<file path="config.mk">
export PLATFORM = sky130hd
export DESIGN_NAME = wit_timer
export DESIGN_NICKNAME = d
export VERILOG_FILES = /design/src/include/wit_pkg.sv /design/src/design/wit_timer.sv /design/src/design/wit_clk_div.sv
export SDC_FILE = /design/constraint.sdc
export NUM_CORES = 1
export LEC_CHECK = 0
export BUFFER_PORTS_ARGS = -buffer_cell sky130_fd_sc_hd__buf_2
export CELL_PAD_IN_SITES_DETAIL_PLACEMENT = 1
export CELL_PAD_IN_SITES_GLOBAL_PLACEMENT = 1
export CORE_MARGIN = 1
export CORE_UTILIZATION = 46
export CTS_CLUSTER_DIAMETER = 60
export DETAILED_ROUTE_END_ITERATION = 10
export PLACE_DENSITY_LB_ADDON = 0.1
export SYNTH_ARGS = -nofsm -noshare
export SYNTH_HDL_FRONTEND = slang
export SYNTH_SLANG_ARGS = --single-unit
</file>
<file path="constraint.sdc">
create_clock -name clk -period 2.5 [get_ports clk]
set_input_delay 0.5 -clock clk [delete_from_list [all_inputs] [get_ports clk]]
set_output_delay 0.5 -clock clk [all_outputs]
set_load 0.005 [all_outputs]
</file>
<file path="src/include/wit_pkg.sv">
package wit_pkg;
  localparam int          ADDR_W       = 16;
  localparam int          DATA_W       = 8;
  localparam logic [15:0] MODE_ADDR    = 16'hff6f;
  localparam logic [7:0]  MODE_RESET   = 8'h00;
  localparam int          BIT_ENABLE   = 0;
  localparam int          BIT_RUN      = 1;
  localparam int          WSEL_LSB     = 2;
  localparam int          ISEL_LSB     = 4;
  localparam int          BIT_CLKSEL   = 7;
  localparam int          PRS_W        = 11;
  localparam int          CNT_W        = 5;
  localparam int          DIV_RATIO    = 128;
  localparam int          INT_BASE_EXP = 4;
  localparam int          FWX_EXP      = 9;
  localparam int          SHORT_CNT_W  = 4;
endpackage

</file>
<file path="src/design/wit_timer.sv">
////////////////////////////////////////////////////////////////////////////
module wit_timer #(
  parameter int PRS_W = wit_pkg::PRS_W,
  parameter int CNT_W = wit_pkg::CNT_W
) (
  input  wire logic                       clk,
  input  wire logic                       arst_n,
  input  wire logic [wit_pkg::ADDR_W-1:0] addr,
  input  wire logic                       wrEn,
  input  wire logic [wit_pkg::DATA_W-1:0] wrData,
  input  wire logic                       bitWrEn,
  input  wire logic [2:0]                 bitIdx,
  input  wire logic                       bitVal,
  input  wire logic                       rdEn,
  output logic      [wit_pkg::DATA_W-1:0] rdData_q,
  input  wire logic                       subClk,
  output logic                            watchPeriodIrq_q,
  output logic                            intervalPeriodIrq_q
);
  import wit_pkg::*;

  logic [DATA_W-1:0] mode_q;
  logic [PRS_W-1:0]  prs_q;
  logic [CNT_W-1:0]  cnt_q;
  logic              subClk_q;
  logic              divTick;
  logic              watchTick;
  logic              fwxTick;
  logic              intervalHit;
  logic              watchHit;
  logic              hit;
  logic              enable;
  logic              run;
  logic [2:0]        isel;
  logic [1:0]        wsel;

  function automatic logic [PRS_W-1:0] tapMask(input logic [2:0] code);
    tapMask = PRS_W'((1 << (INT_BASE_EXP + int'(code))) - 1);
  endfunction

  ////////////////////////////////////////////////////////////////////////////
  // Mode register
  assign hit    = (addr == MODE_ADDR);
  assign enable = mode_q[BIT_ENABLE];
  assign run    = mode_q[BIT_RUN];
  assign isel   = mode_q[ISEL_LSB +: 3];
  assign wsel   = mode_q[WSEL_LSB +: 2];

  // Byte write wins if both strobes land together
  always_ff @(posedge clk or negedge arst_n)
  begin
    if (!arst_n)
      mode_q <= MODE_RESET;
    else if (wrEn && hit)
      mode_q <= wrData;
    else if (bitWrEn && hit)
      mode_q[bitIdx] <= bitVal;
  end

  always_ff @(posedge clk or negedge arst_n)
  begin
    if (!arst_n)
      rdData_q <= '0;
    else if (rdEn && hit)
      rdData_q <= mode_q;
    else
      rdData_q <= '0;
  end

  ////////////////////////////////////////////////////////////////////////////
  // Watch clock source
  wit_clk_div #(.DIV(DIV_RATIO)) u_div (
    .clk    (clk),
    .arst_n (arst_n),
    .tick_q (divTick)
  );

  always_ff @(posedge clk or negedge arst_n)
  begin
    if (!arst_n)
      subClk_q <= 1'b0;
    else
      subClk_q <= subClk;
  end

  // Subclock must be slower than half of clk to be edge sampled
  assign watchTick = mode_q[BIT_CLKSEL] ? (subClk && !subClk_q)
                                        : divTick;

  ////////////////////////////////////////////////////////////////////////////
  // Prescaler and 5-bit counter
  always_ff @(posedge clk or negedge arst_n)
  begin
    if (!arst_n)
      prs_q <= '0;
    else if (!enable)
      prs_q <= '0;
    else if (watchTick)
      prs_q <= prs_q + PRS_W'(1);
  end

  assign intervalHit = enable && watchTick
                       && ((prs_q & tapMask(isel)) == tapMask(isel));

  // Long periods count fw/2^9, short ones count fw directly
  assign fwxTick = wsel[1] ? watchTick
                 : (watchTick && (&prs_q[FWX_EXP-1:0]));

  always_ff @(posedge clk or negedge arst_n)
  begin
    if (!arst_n)
      cnt_q <= '0;
    else if (!(enable && run))
      cnt_q <= '0;
    else if (fwxTick)
      cnt_q <= cnt_q + CNT_W'(1);
  end

  assign watchHit = enable && run && fwxTick
                    && (wsel[0] ? (&cnt_q[SHORT_CNT_W-1:0])
                                : (&cnt_q));

  ////////////////////////////////////////////////////////////////////////////
  // Interrupt pulses
  always_ff @(posedge clk or negedge arst_n)
  begin
    if (!arst_n)
      intervalPeriodIrq_q <= 1'b0;
    else
      intervalPeriodIrq_q <= intervalHit;
  end

  always_ff @(posedge clk or negedge arst_n)
  begin
    if (!arst_n)
      watchPeriodIrq_q <= 1'b0;
    else
      watchPeriodIrq_q <= watchHit;
  end
endmodule

</file>
<file path="src/design/wit_clk_div.sv">
module wit_clk_div #(
  parameter int DIV = wit_pkg::DIV_RATIO
) (
  input  wire logic clk,
  input  wire logic arst_n,
  output logic      tick_q
);
  localparam int W = $clog2(DIV);
  localparam logic [W-1:0] LAST = W'(DIV - 1);

  logic [W-1:0] divCnt_q;

  // Free running so the watch clock phase is independent of enable
  always_ff @(posedge clk or negedge arst_n)
  begin
    if (!arst_n)
      divCnt_q <= '0;
    else if (divCnt_q == LAST)
      divCnt_q <= '0;
    else
      divCnt_q <= divCnt_q + W'(1);
  end

  always_ff @(posedge clk or negedge arst_n)
  begin
    if (!arst_n)
      tick_q <= 1'b0;
    else
      tick_q <= (divCnt_q == LAST);
  end
endmodule

</file>
==> summary.txt, run 1 <==
Outcome
  • Status: finished, violations left
  • Failing checks: DRC

Cells and area
  • Final cell count without fillers: 297
  • Share of layout cells above drive strength 1: between 20 and 30%
  • Diode count: 0
  • Area growth, synth to finish: 15.0%
  • Fin nets: 283

Clock tree
  • Clock buffer depth: 2
  • CTS tree: done
  • Clk root buf: clkbuf_8
  • Postcts setup bufs: 0
  • Post-CTS Hold Buffers: 0
  • CTS Buf Count: 5
  • CTS clk-pin slew, worst paths: 0.08 ns
  • # resized after CTS: 0
  • H-Tree Depth: 2
  • Clock latency on the worst-skew pair: 0.29 ns
  • Clock Sinks: 43

Synthesis
  • Sequential area share after synthesis: 48.7%
  • Syn_area_per_cell: ~11 µm²
  • Post-Synth Adder-Cell Area: 2.83%
  • Synth Flop Type: dfrtp_1
  • Flop and latch count out of synthesis: between 40 and 50
  • Cell taking the most area after synthesis: dfrtp_1
  • Cell Area, Synth: 2210 µm²
  • Most common cell in the netlist: dfrtp_1
  • Compound-Gate Fraction of Synth Area: 16.5%
  • Largest cells by area after synthesis: dfrtp_1 49%, xor2_1 4.4%, a21oi_1 2.9%
  • Post-synthesis simple-gate area fraction: a little over a fifth
  • Synth Area in XOR/XNOR: 6.35%
  • Mux cell area share after synthesis: 1.36%
  • YS warnings: 0
  • Mapped Nets: between 200 and 250
  • Netlist cell types: 41
  • Post-synth top area share: 48.7%
  • EDFF count, synth: 0
  • Largest family of logic cells by synthesized area: simple AND/OR/NAND/NOR gates
  • Ys async rst share: 100%
  • Synthesized instance count: 198
  • Commonest cells in the netlist: 43 x dfrtp_1, 13 x a21oi_1, 13 x nor2_1

Power
  • Pleak: 1.25 nW
  • Switching Fraction: 22.7%
  • Clock power share: 35.3%
  • P_sw: 271 µW
  • PD cells: 469 nW/µm²
  • Sequential Power Share: 58.4%
  • Gate power share: around 6.4%
  • Max VDD drop: 307 µV
  • Int Power: 921 µW

Routing
  • Iter 0 DRT Violations: 76
  • Drt wl/cell: between 15 and 20 µm
  • DRT Wirelength: about 4900 µm
  • Residual DRC: 1
  • Vias per Instance: ~5.5
  • First-pass DRT Iterations: 7
  • DRT antenna net count: 0
  • Routed vias: 1640

Place
  • Dpl ws: 0.725 ns
  • HPWL Detailed: around 3800 µm
  • Buffers on Ports: 43
  • Final Wtd Congestion: 0.797
  • Cell Count Post-Placement: 289

Die
  • Die width: 71.3 µm
  • Ports: 44
  • Std cell rows: 24
  • Core region area: 4470 µm²
  • Die height: 71.3 µm
  • Die footprint: 5080 µm²
  • Starting density of the core: 49.4%

Job
  • Max_cap viols: 0

Setup path
  • Reg2reg path depth: 8
  • CP Max Fanout: 6
  • Worst r2r dst: cnt_q[2]
  • Req. time, crit path: 2.68 ns
  • Critical path launch point type: register
  • Worst setup path startpoint: prs_q[0]
  • FF-to-FF Start: prs_q[0]
  • Flop-to-flop setup slack: 0.73 ns
  • CP arrival: 1.95 ns
  • CP Class: register to register
  • Setup crit end kind: register

Global route
  • Grt total ovfl: 0
  • First-pass GRT wire length: 8630 µm
  • Initial antenna violation count: 0
  • Largest net degree at the start of global routing: 26
  • GRT Total Usage: about 22%
  • Vias in the first global route: 1862

Worst hold path
  • HP Class: input port to async pin

Timing
  • Final setup fails: 0
  • Unrepaired setup endpoints after global routing: false
  • Fmax: between 500 and 600 MHz
  • Rel. slew slack: 65.5%
  • Worst-margin pin slew: about 0.52 ns
  • Hold Vio Cnt, Final: 0
  • Worst setup margin: between 0.7 and 0.8 ns
  • Fin crit share: 70.8%
  • TNS Setup: 0 ns
  • Skew final: 0.00436 ns
  • Worst hold slack: 0.171 ns
  • Min Clock Period, post-route: 1.77 ns
  • Fin. max-slew vios: 0
==> area by class of cell <==
class	instances	area [µm²]
fill	501	1930
multi-input combinational	144	1060
tap	52	65.1
timing repair buffer	45	230
clock buffer	6	72.6
sequential	43	1080
clock inverter	2	12.5
inverter	5	18.8
==> state kept, by name, summed over array words and instances (netlist names) <==
name	flops
cnt_q	5
u_div.divCnt_q	7
watchPeriodIrq_q	1
prs_q	11
u_div.tick_q	1
subClk_q	1
intervalPeriodIrq_q	1
rdData_q	8
mode_q	8
==> layout by cell type (no fill, tap or decap), drive strengths merged <==
master    count
buf          45
o211ai        1
or3           2
and2b         1
mux2i         3
a221o         1
nand3b        1
dfrtp        43
and3         10
clkbuf        6
clkinvlp      1
nand4b        2
a31o          1
and2          9
nor2         13
clkinv        1
a21oi        19
a21boi        3
nand3        10
o21ai         8
a2111oi       2
xnor2         5
nand2b        5
o32ai         2
ha            5
nor3b         1
nand4         7
xor2         11
nand2        10
o22ai         5
inv           5
a211oi        4
o31ai         2
nor4          1
==> power by group through the flow <==
stage                     clock network, mW  logic (mW)  registers [mW]
after floorplan                           0      0.0230           0.710
after global placement                    0      0.0735           0.710
after detailed placement                  0      0.0772           0.710
after CTS                             0.436      0.0772           0.696
after global routing                  0.464      0.0852           0.696
final                                 0.421      0.0758           0.696
==> worst max path at each step <==
| stage | to | slack [ns] | cells past startpoint |
|---|---|---|---|
| floorplan | cnt_q[2] | 0.93 | 8 |
| global route | cnt_q[1] | 0.58 | 8 |
| finish | cnt_q[2] | 0.73 | 8 |
| CTS | cnt_q[1] | 0.71 | 8 |
| detailed placement | mode_q[0] | 0.72 | 5 |
| global placement | mode_q[0] | 0.75 | 5 |
==> metrics by stage <==
step	power [mW]	utilization, %	cell area (µm²)
floorplan	0.733	-	2210
global placement	0.783	54.9	2450
detailed placement	0.787	54.9	2450
CTS	1.21	56.8	2540
global route	1.25	56.8	2540
finish	1.19	56.8	2540
==> cell families (layout without fill, tap and decap cells) <==
kind of cell / count (synthesis) / after routing
multiplexers: 3 / 3
AND/OR/NAND/NOR: 72 / 72
buffers and inverters: 11 / 58
flip-flops: 43 / 43
adder cells (fa/ha/maj): 5 / 5
XOR/XNOR: 16 / 16
AO/OA/AOI/OAI: 48 / 48
==> per-layer routing <==
metal  vias to the layer above  part of all wire (%)  GRT usage (%)
met3                         2                   2.9           4.78
met5                         -                     0              0
met1                       815                    41           25.8
met2                        20                    56           40.7
met4                         0                  0.53           5.33
li1                        803                     -              -
==> worst max-delay path, stage by stage, from the launching register on <==
cell and delay [ns]:
dfrtp_1 0.44, ha_1 0.21, nand3_2 0.12, nor2_1 0.14, ha_1 0.16, nor2_1 0.08
a21oi_4 0.22, a21oi_1 0.10, a31o_1 0.19
Power figures use the tool's default switching activity.
==> inputs of run 2 (changes only) <==
ABC_AREA = 1   (was unset)
CORE_UTILIZATION = 36   (was 46)
clock period = 1.55 ns   (was 2.5 ns; I/O delays follow)
==> run 2 against run 1 <==
Net effect:
- the flow finishes with violations (setup timing)
- design area up 18%
- critical path type unchanged
- clock skew rose by 0.0021 ns
- core utilization is 9.9 points lower
- highest routed layer unchanged
- via count rose by 35%
- flip-flop and latch count did not move
- synthesized cell count rose by 62%
- sequential share of layout area fell by 6.4 points
==> summary.txt, run 2 <==
Outcome
  • Status: finished, violations left
  • Failing checks: setup timing

Clock tree
  • Clock latency on the worst-skew pair: 0.30 ns (about the same)
  • CTS Buf Count: 5 (unchanged)
  • Clock Sinks: 43 (unchanged)
  • Clk root buf: clkbuf_8
  • CTS tree: done
  • CTS clk-pin slew, worst paths: 0.09 ns (about the same)
  • Clock buffer depth: 2 (unchanged)
  • H-Tree Depth: 2 (unchanged)

Synthesis
  • Ys async rst share: 100% (unchanged)
  • Sequential area share after synthesis: 44.9% (-3.9 points)
  • Mapped Nets: 360 (+52%)
  • Cell taking the most area after synthesis: dfrtp_1
  • YS warnings: 0 (unchanged)
  • EDFF count, synth: 0 (unchanged)
  • Largest family of logic cells by synthesized area: simple AND/OR/NAND/NOR gates
  • Synth Flop Type: dfrtp_1
  • Compound-Gate Fraction of Synth Area: 8.35% (-8.2 points)
  • Most common cell in the netlist: nand2_1
  • Synthesized instance count: 321 (+62%)
  • Cell Area, Synth: 2400 µm² (+8.6%)
  • Netlist cell types: 31 (-24%)
  • Post-synth top area share: 44.9% (-3.9 points)
  • Mux cell area share after synthesis: 0.417% (-0.94 points)
  • Flop and latch count out of synthesis: 43 (unchanged)
  • Synth Area in XOR/XNOR: 2.19% (-4.2 points)
  • Syn_area_per_cell: 7.47 µm² (-33%)
  • Largest cells by area after synthesis: dfrtp_1 45%, nand2_1 15%, nor2_1 6.4%
  • Post-synthesis simple-gate area fraction: 34.4% (+13 points)
  • Commonest cells in the netlist: 93 x nand2_1, 43 x dfrtp_1, 41 x nor2_1
  • Post-Synth Adder-Cell Area: 2.61% (-0.22 points)

Timing
  • Min Clock Period, post-route: 1.71 ns (-0.0624 ns)
  • Fin crit share: 110% (+39 points)
  • Worst-margin pin slew: 0.323 ns (-0.195 ns)
  • Fin. max-slew vios: 0 (unchanged)
  • TNS Setup: -0.398 ns (-0.398 ns)
  • Unrepaired setup endpoints after global routing: true
  • Hold Vio Cnt, Final: 0 (unchanged)
  • Skew final: 0.00643 ns (+0.00207 ns)
  • Worst setup margin: -0.156 ns (-0.888 ns)
  • Fmax: 586 MHz (+3.7%)
  • Final setup fails: 6 (+6)
  • Rel. slew slack: 78.3% (+13 points)

Routing
  • Iter 0 DRT Violations: 48 (-37%)
  • Residual DRC: 0 (-1)
  • First-pass DRT Iterations: 4 (-3)
  • Routed vias: 2216 (+35%)
  • DRT antenna net count: 0 (unchanged)
  • DRT Wirelength: 5910 µm (+21%)
  • Vias per Instance: 4.80 (-13%)
  • Drt wl/cell: 12.8 µm (-22%)

Cells and area
  • Top flop regs: prs_q: 11 flops, mode_q: 8 flops, rdData_q: 8 flops
  • Final cell count without fillers: 462 (+56%)
  • Share of layout cells above drive strength 1: 24.4% (-4.6 points)
  • Area growth, synth to finish: 24.8%
  • Final design utilization: 46.9% (-9.9 points)
  • Largest register by flop count: prs_q
  • Finished Cell Area: 2990 µm² (+18%)
  • Fill count: 810 (+62%)
  • Diode count: 0 (unchanged)
  • Max FFs per register: 11 (unchanged)
  • Most frequent cells in the layout: 91 x nand2_1, 43 x dfrtp_1, 43 x buf_2
  • Fin nets: 423 (+49%)
  • Commonest non-fill, non-tap cell in the layout: nand2_1

Die
  • Ports: 44 (unchanged)
  • Core region area: 6390 µm² (+43%)
  • Starting density of the core: 37.6% (-12 points)
  • Std cell rows: 29 (+21%)
  • Die width: 83.6 µm (+17%)
  • Die height: 83.6 µm (+17%)
  • Die footprint: 6990 µm² (+38%)

Setup path
  • Max stage delay cell, worst path: dfrtp_1
  • Delay-heaviest family, CP: simple AND/OR/NAND/NOR gates
  • CP Max Fanout: 4 (-2)
  • CP bufs+invs: 1 (+1)
  • CP arrival: 1.89 ns (-0.06 ns)
  • Crit-path cells: ha_2, nand2_2, inv_2, nand4_1, nor2_2, ha_4, o21ai_4, nor3_1, nor3b_2
  • Critical Path Max Stage Delay: 0.37 ns (-0.07 ns)
  • Flop-to-flop setup slack: -0.16 ns (-0.89 ns)
  • Setup crit end kind: register
  • Critical path launch point type: register
  • CP Class: register to register
  • Req. time, crit path: 1.73 ns (-0.95 ns)

Place
  • Placed inst area: 2830 µm² (+15%)
  • Buffers on Ports: 43 (unchanged)
  • HPWL Detailed: 4650 µm (+22%)
  • Final Wtd Congestion: 0.761 (-4.5%)
  • Cell Count Post-Placement: 453 (+57%)

Global route
  • Grt total ovfl: 0 (unchanged)
  • GRT Total Usage: 18.2% (-3.7 points)
  • First-pass GRT wire length: 10300 µm (+20%)
  • Initial antenna violation count: 0 (unchanged)
  • Vias in the first global route: 2256 (+21%)
  • Largest net degree at the start of global routing: 44 (+69%)

Power
  • Max VDD drop: 486 µV (+59%)
  • Final Total Pwr: 2.04 mW (+71%)
  • PD cells: 683 nW/µm² (+45%)
  • Pleak: 1.49 nW (+19%)

Job
  • Max_cap viols: 0 (unchanged)

Worst hold path
  • HP Class: input port to register
[run 2: timing repair]
item                                   CTS  global route
pin swaps                                4             2
setup endpoints to repair                6            12
gates resized for setup                  6            10
endpoints found under the hold margin   43             0
hold buffers                             1             0
setup buffers                            0             0
[run 2: logic make-up (layout without fill, tap and decap cells)]
logic type,after synthesis,count (layout)
compound gates,36,36
simple gates,186,186
flops,43,43
xor+xnor,6,6
fa+ha+maj,5,5
mux,1,1
buf+inv,44,108
[run 2: routing by layer]
metal | GRT usage, % | wire [µm] | share of wire [%] | vias up
met3 | 3.07 | 133 | 2.3 | 7
met2 | 30.5 | 2770 | 47 | 24
li1 | - | - | - | 1152
met4 | 4.62 | 65 | 1.1 | 0
met5 | 0 | 0 | 0 | -
met1 | 24.6 | 2940 | 50 | 1033
[run 2: through the flow]
stage | hold WS [ns] | worst slack [ns]
global route | 0.114 | -0.258
CTS | 0.112 | -0.0653
floorplan | 0.0144 | -0.00586
global placement | 0.306 | -0.0232
detailed placement | 0.308 | -0.149
finish | 0.122 | -0.156
[run 2: final timing paths]
path / start / end / cells after the start
max in group asynchronous: arst_n / prs_q[7] / 3
max: prs_q[0] / cnt_q[3] / 9
max reg2reg: prs_q[0] / cnt_q[3] / 9
min in group asynchronous: arst_n / cnt_q[0] / 3
min: subClk / subClk_q / 1
min reg2reg: u_div.divCnt_q[0] / u_div.divCnt_q[0] / 1
[run 2: final cells by class]
class	instances	area, µm²	area share [%]
Inverter	40	150	5.01
Multi-Input combinational cell	234	1220	40.7
Timing Repair Buffer	60	358	12.0
Clock inverter	3	26.3	0.878
Sequential cell	43	1080	35.9
Clock buffer	5	68.8	2.30
Tap cell	77	96.3	3.22
[run 2: power breakdown]
part | switching, mW | internal [mW] | total, mW
combinational | 0.0884 | 0.0572 | 0.146
sequential | 0.000387 | 1.12 | 1.12
clock | 0.445 | 0.332 | 0.777
==> inputs of run 3 (changes only) <==
PLACE_DENSITY_LB_ADDON = 0.15   (was 0.1)
==> run 3 against run 2 <==
Net effect:
- the flow still finishes with violations (setup timing)
- register-to-register slack improved by 0.09 ns
- die area did not move
- design area rose by 0.42%
- core utilization rose by 0.20 points
- via count rose by 1.7%
- clock skew rose by 0.0029 ns
- critical endpoint unchanged
==> summary.txt, run 3 (synthesis gave the netlist of run 2 again) <==
Cells and area
  • Diode count: 0 (unchanged)
  • Most frequent cells in the layout: 93 x nand2_1, 43 x dfrtp_1, 43 x buf_2
  • Share of layout cells above drive strength 1: 23.8% (-0.58 points)
  • Area growth, synth to finish: 25.4%
  • Fin nets: 424 (+0.24%)
  • Commonest non-fill, non-tap cell in the layout: nand2_1
  • Max FFs per register: 11 (unchanged)
  • Largest register by flop count: prs_q
  • Final design utilization: 47.1% (+0.20 points)
  • Top flop regs: prs_q: 11 flops, mode_q: 8 flops, rdData_q: 8 flops

Timing
  • Hold Vio Cnt, Final: 0 (unchanged)
  • Worst setup margin: -0.0647 ns (+0.0917 ns)
  • Skew final: 0.00938 ns (+0.00295 ns)
  • TNS Setup: -0.275 ns (+0.123 ns)
  • Final setup fails: 6 (unchanged)
  • Worst-margin pin slew: 0.365 ns (+0.0422 ns)
  • Rel. slew slack: 75.7% (-2.6 points)
  • Unrepaired setup endpoints after global routing: true
  • Worst hold slack: 0.136 ns (+0.0143 ns)
  • Fin. max-slew vios: 0 (unchanged)
  • Fin crit share: 104% (-5.9 points)
  • Fmax: 619 MHz (+5.7%)
  • Min Clock Period, post-route: 1.61 ns (-0.0917 ns)

Power
  • Max VDD drop: 312 µV (-36%)
  • PD cells: 714 nW/µm² (+4.5%)
  • Final Total Pwr: 2.15 mW (+4.9%)
  • Pleak: 1.51 nW (+0.92%)

Die
  • Starting density of the core: 37.6% (unchanged)
  • Ports: 44 (unchanged)
  • Die width: 83.6 µm (unchanged)
  • Die height: 83.6 µm (unchanged)
  • Std cell rows: 29 (unchanged)
  • Die footprint: 6990 µm² (unchanged)
  • Core region area: 6390 µm² (unchanged)

Global route
  • Initial antenna violation count: 0 (unchanged)
  • Vias in the first global route: 2349 (+4.1%)
  • Largest net degree at the start of global routing: 31 (-30%)
  • Grt total ovfl: 0 (unchanged)
  • First-pass GRT wire length: 10700 µm (+3.2%)
  • GRT Total Usage: 18.8% (+0.51 points)

Routing
  • DRT antenna net count: 0 (unchanged)
  • Metal1 wirelength: 2910 µm (-1.1%)
  • Met3 routed WL: 129 µm (-3.0%)
  • First-pass DRT Iterations: 4 (unchanged)
  • Vias per Instance: 4.87 (+1.5%)
  • DRT Wirelength: 5990 µm (+1.3%)
  • Iter 0 DRT Violations: 26 (-46%)
  • DR WL met2: 2850 µm (+3.1%)
  • Routed vias: 2253 (+1.7%)
  • Drt wl/cell: 12.9 µm (+1.1%)
  • Residual DRC: 0 (unchanged)
  • DR top layer: met4

Clock tree
  • Clock buffer depth: 2 (unchanged)
  • Clock Sinks: 43 (unchanged)
  • CTS clk-pin slew, worst paths: 0.09 ns (about the same)
  • Clock latency on the worst-skew pair: 0.30 ns (about the same)
  • CTS Buf Count: 5 (unchanged)
  • CTS tree: done
  • H-Tree Depth: 2 (unchanged)
  • Clk root buf: clkbuf_8

Place
  • Buffers on Ports: 43 (unchanged)
  • HPWL Detailed: 4780 µm (+2.8%)
  • Dpl ws: -0.0959 ns (+0.0532 ns)
  • Final Wtd Congestion: 0.755 (-0.87%)

Outcome
  • Failing checks: setup timing
  • Status: finished, violations left

Setup path
  • Setup crit end kind: register
  • CP Max Fanout: 4 (unchanged)
  • Req. time, crit path: 1.77 ns (+0.04 ns)
  • Flop-to-flop setup slack: -0.06 ns (+0.09 ns)
  • Reg2reg path depth: 9 (unchanged)
  • CP arrival: 1.84 ns (-0.05 ns)
  • Worst r2r dst: cnt_q[3]
  • FF-to-FF Start: prs_q[1]
  • Critical path launch point type: register
  • CP Class: register to register

Worst hold path
  • Min-delay src: subClk
  • HP Class: input port to register
  • WHS Path Cells: 1 (unchanged)
  • Worst hold endpoint: subClk_q

Job
  • Max_cap viols: 0 (unchanged)
[run 3: changes by cell type in the layout (fill, tap and decap cells not counted), sizes merged]
cell    before  now
clkinv       1    2
bufinv       0    1
inv         42   40
buf         59   60
[run 3: what timing repair did]
action                                  4_1_cts  5_1_grt
pin swaps                                     4        4
gates resized for setup                       5        8
gates cloned                                  0        0
hold endpoints to repair                     13        0
endpoints found under the setup margin        6        9
hold buffers                                  1        0
buffers inserted                              2        0
[run 3: how the worst max path moves through the flow]
stage,slack (ns),cells past startpoint,endpoint,startpoint
floorplan,-0.006,9,cnt_q[3],prs_q[0]
global placement,-0.03,9,cnt_q[2],prs_q[0]
detailed placement,-0.1,9,cnt_q[4],prs_q[0]
CTS,-0.1,10,cnt_q[0],prs_q[1]
global route,-0.20,9,cnt_q[2],prs_q[1]
finish,-0.06,9,cnt_q[3],prs_q[1]
[run 3: worst max-delay path, stage by stage, from the launching register on]
cell and delay, ns:
dfrtp_1 0.37, ha_2 0.19, nand2_1 0.05, inv_1 0.06
nand4_1 0.13, nor2_2 0.19, ha_4 0.17, o21ai_4 0.07
o21ai_0 0.14, nor3b_2 0.16
[run 3: power breakdown]
part           switching, mW  internal [mW]  total, mW
clock network          0.398          0.480      0.878
registers           0.000331           1.12       1.12
logic                 0.0886         0.0570      0.146
total                  0.487           1.66       2.15
[run 3: through the flow]
stage / instances / instance area, µm²
after floorplan: 321 / 2410
after global placement: 453 / 2830
after detailed placement: 453 / 2830
after CTS: 464 / 2990
after global routing: 463 / 3010
final: 463 / 3010
[run 3: cell type report]
cell class	instances	area, µm²
fill	827	3380
multi-input combinational	234	1210
sequential	43	1080
timing repair buffer	61	365
inverter	40	150
tap	77	96.3
clock buffer	5	68.8
clock inverter	3	43.8
[run 3: layer usage]
metal / track usage (%) / up-vias
li1: - / 1157
met1: 25.3 / 1058
met2: 31.0 / 30
met3: 2.87 / 8
met4: 5.70 / 0
met5: 0 / -
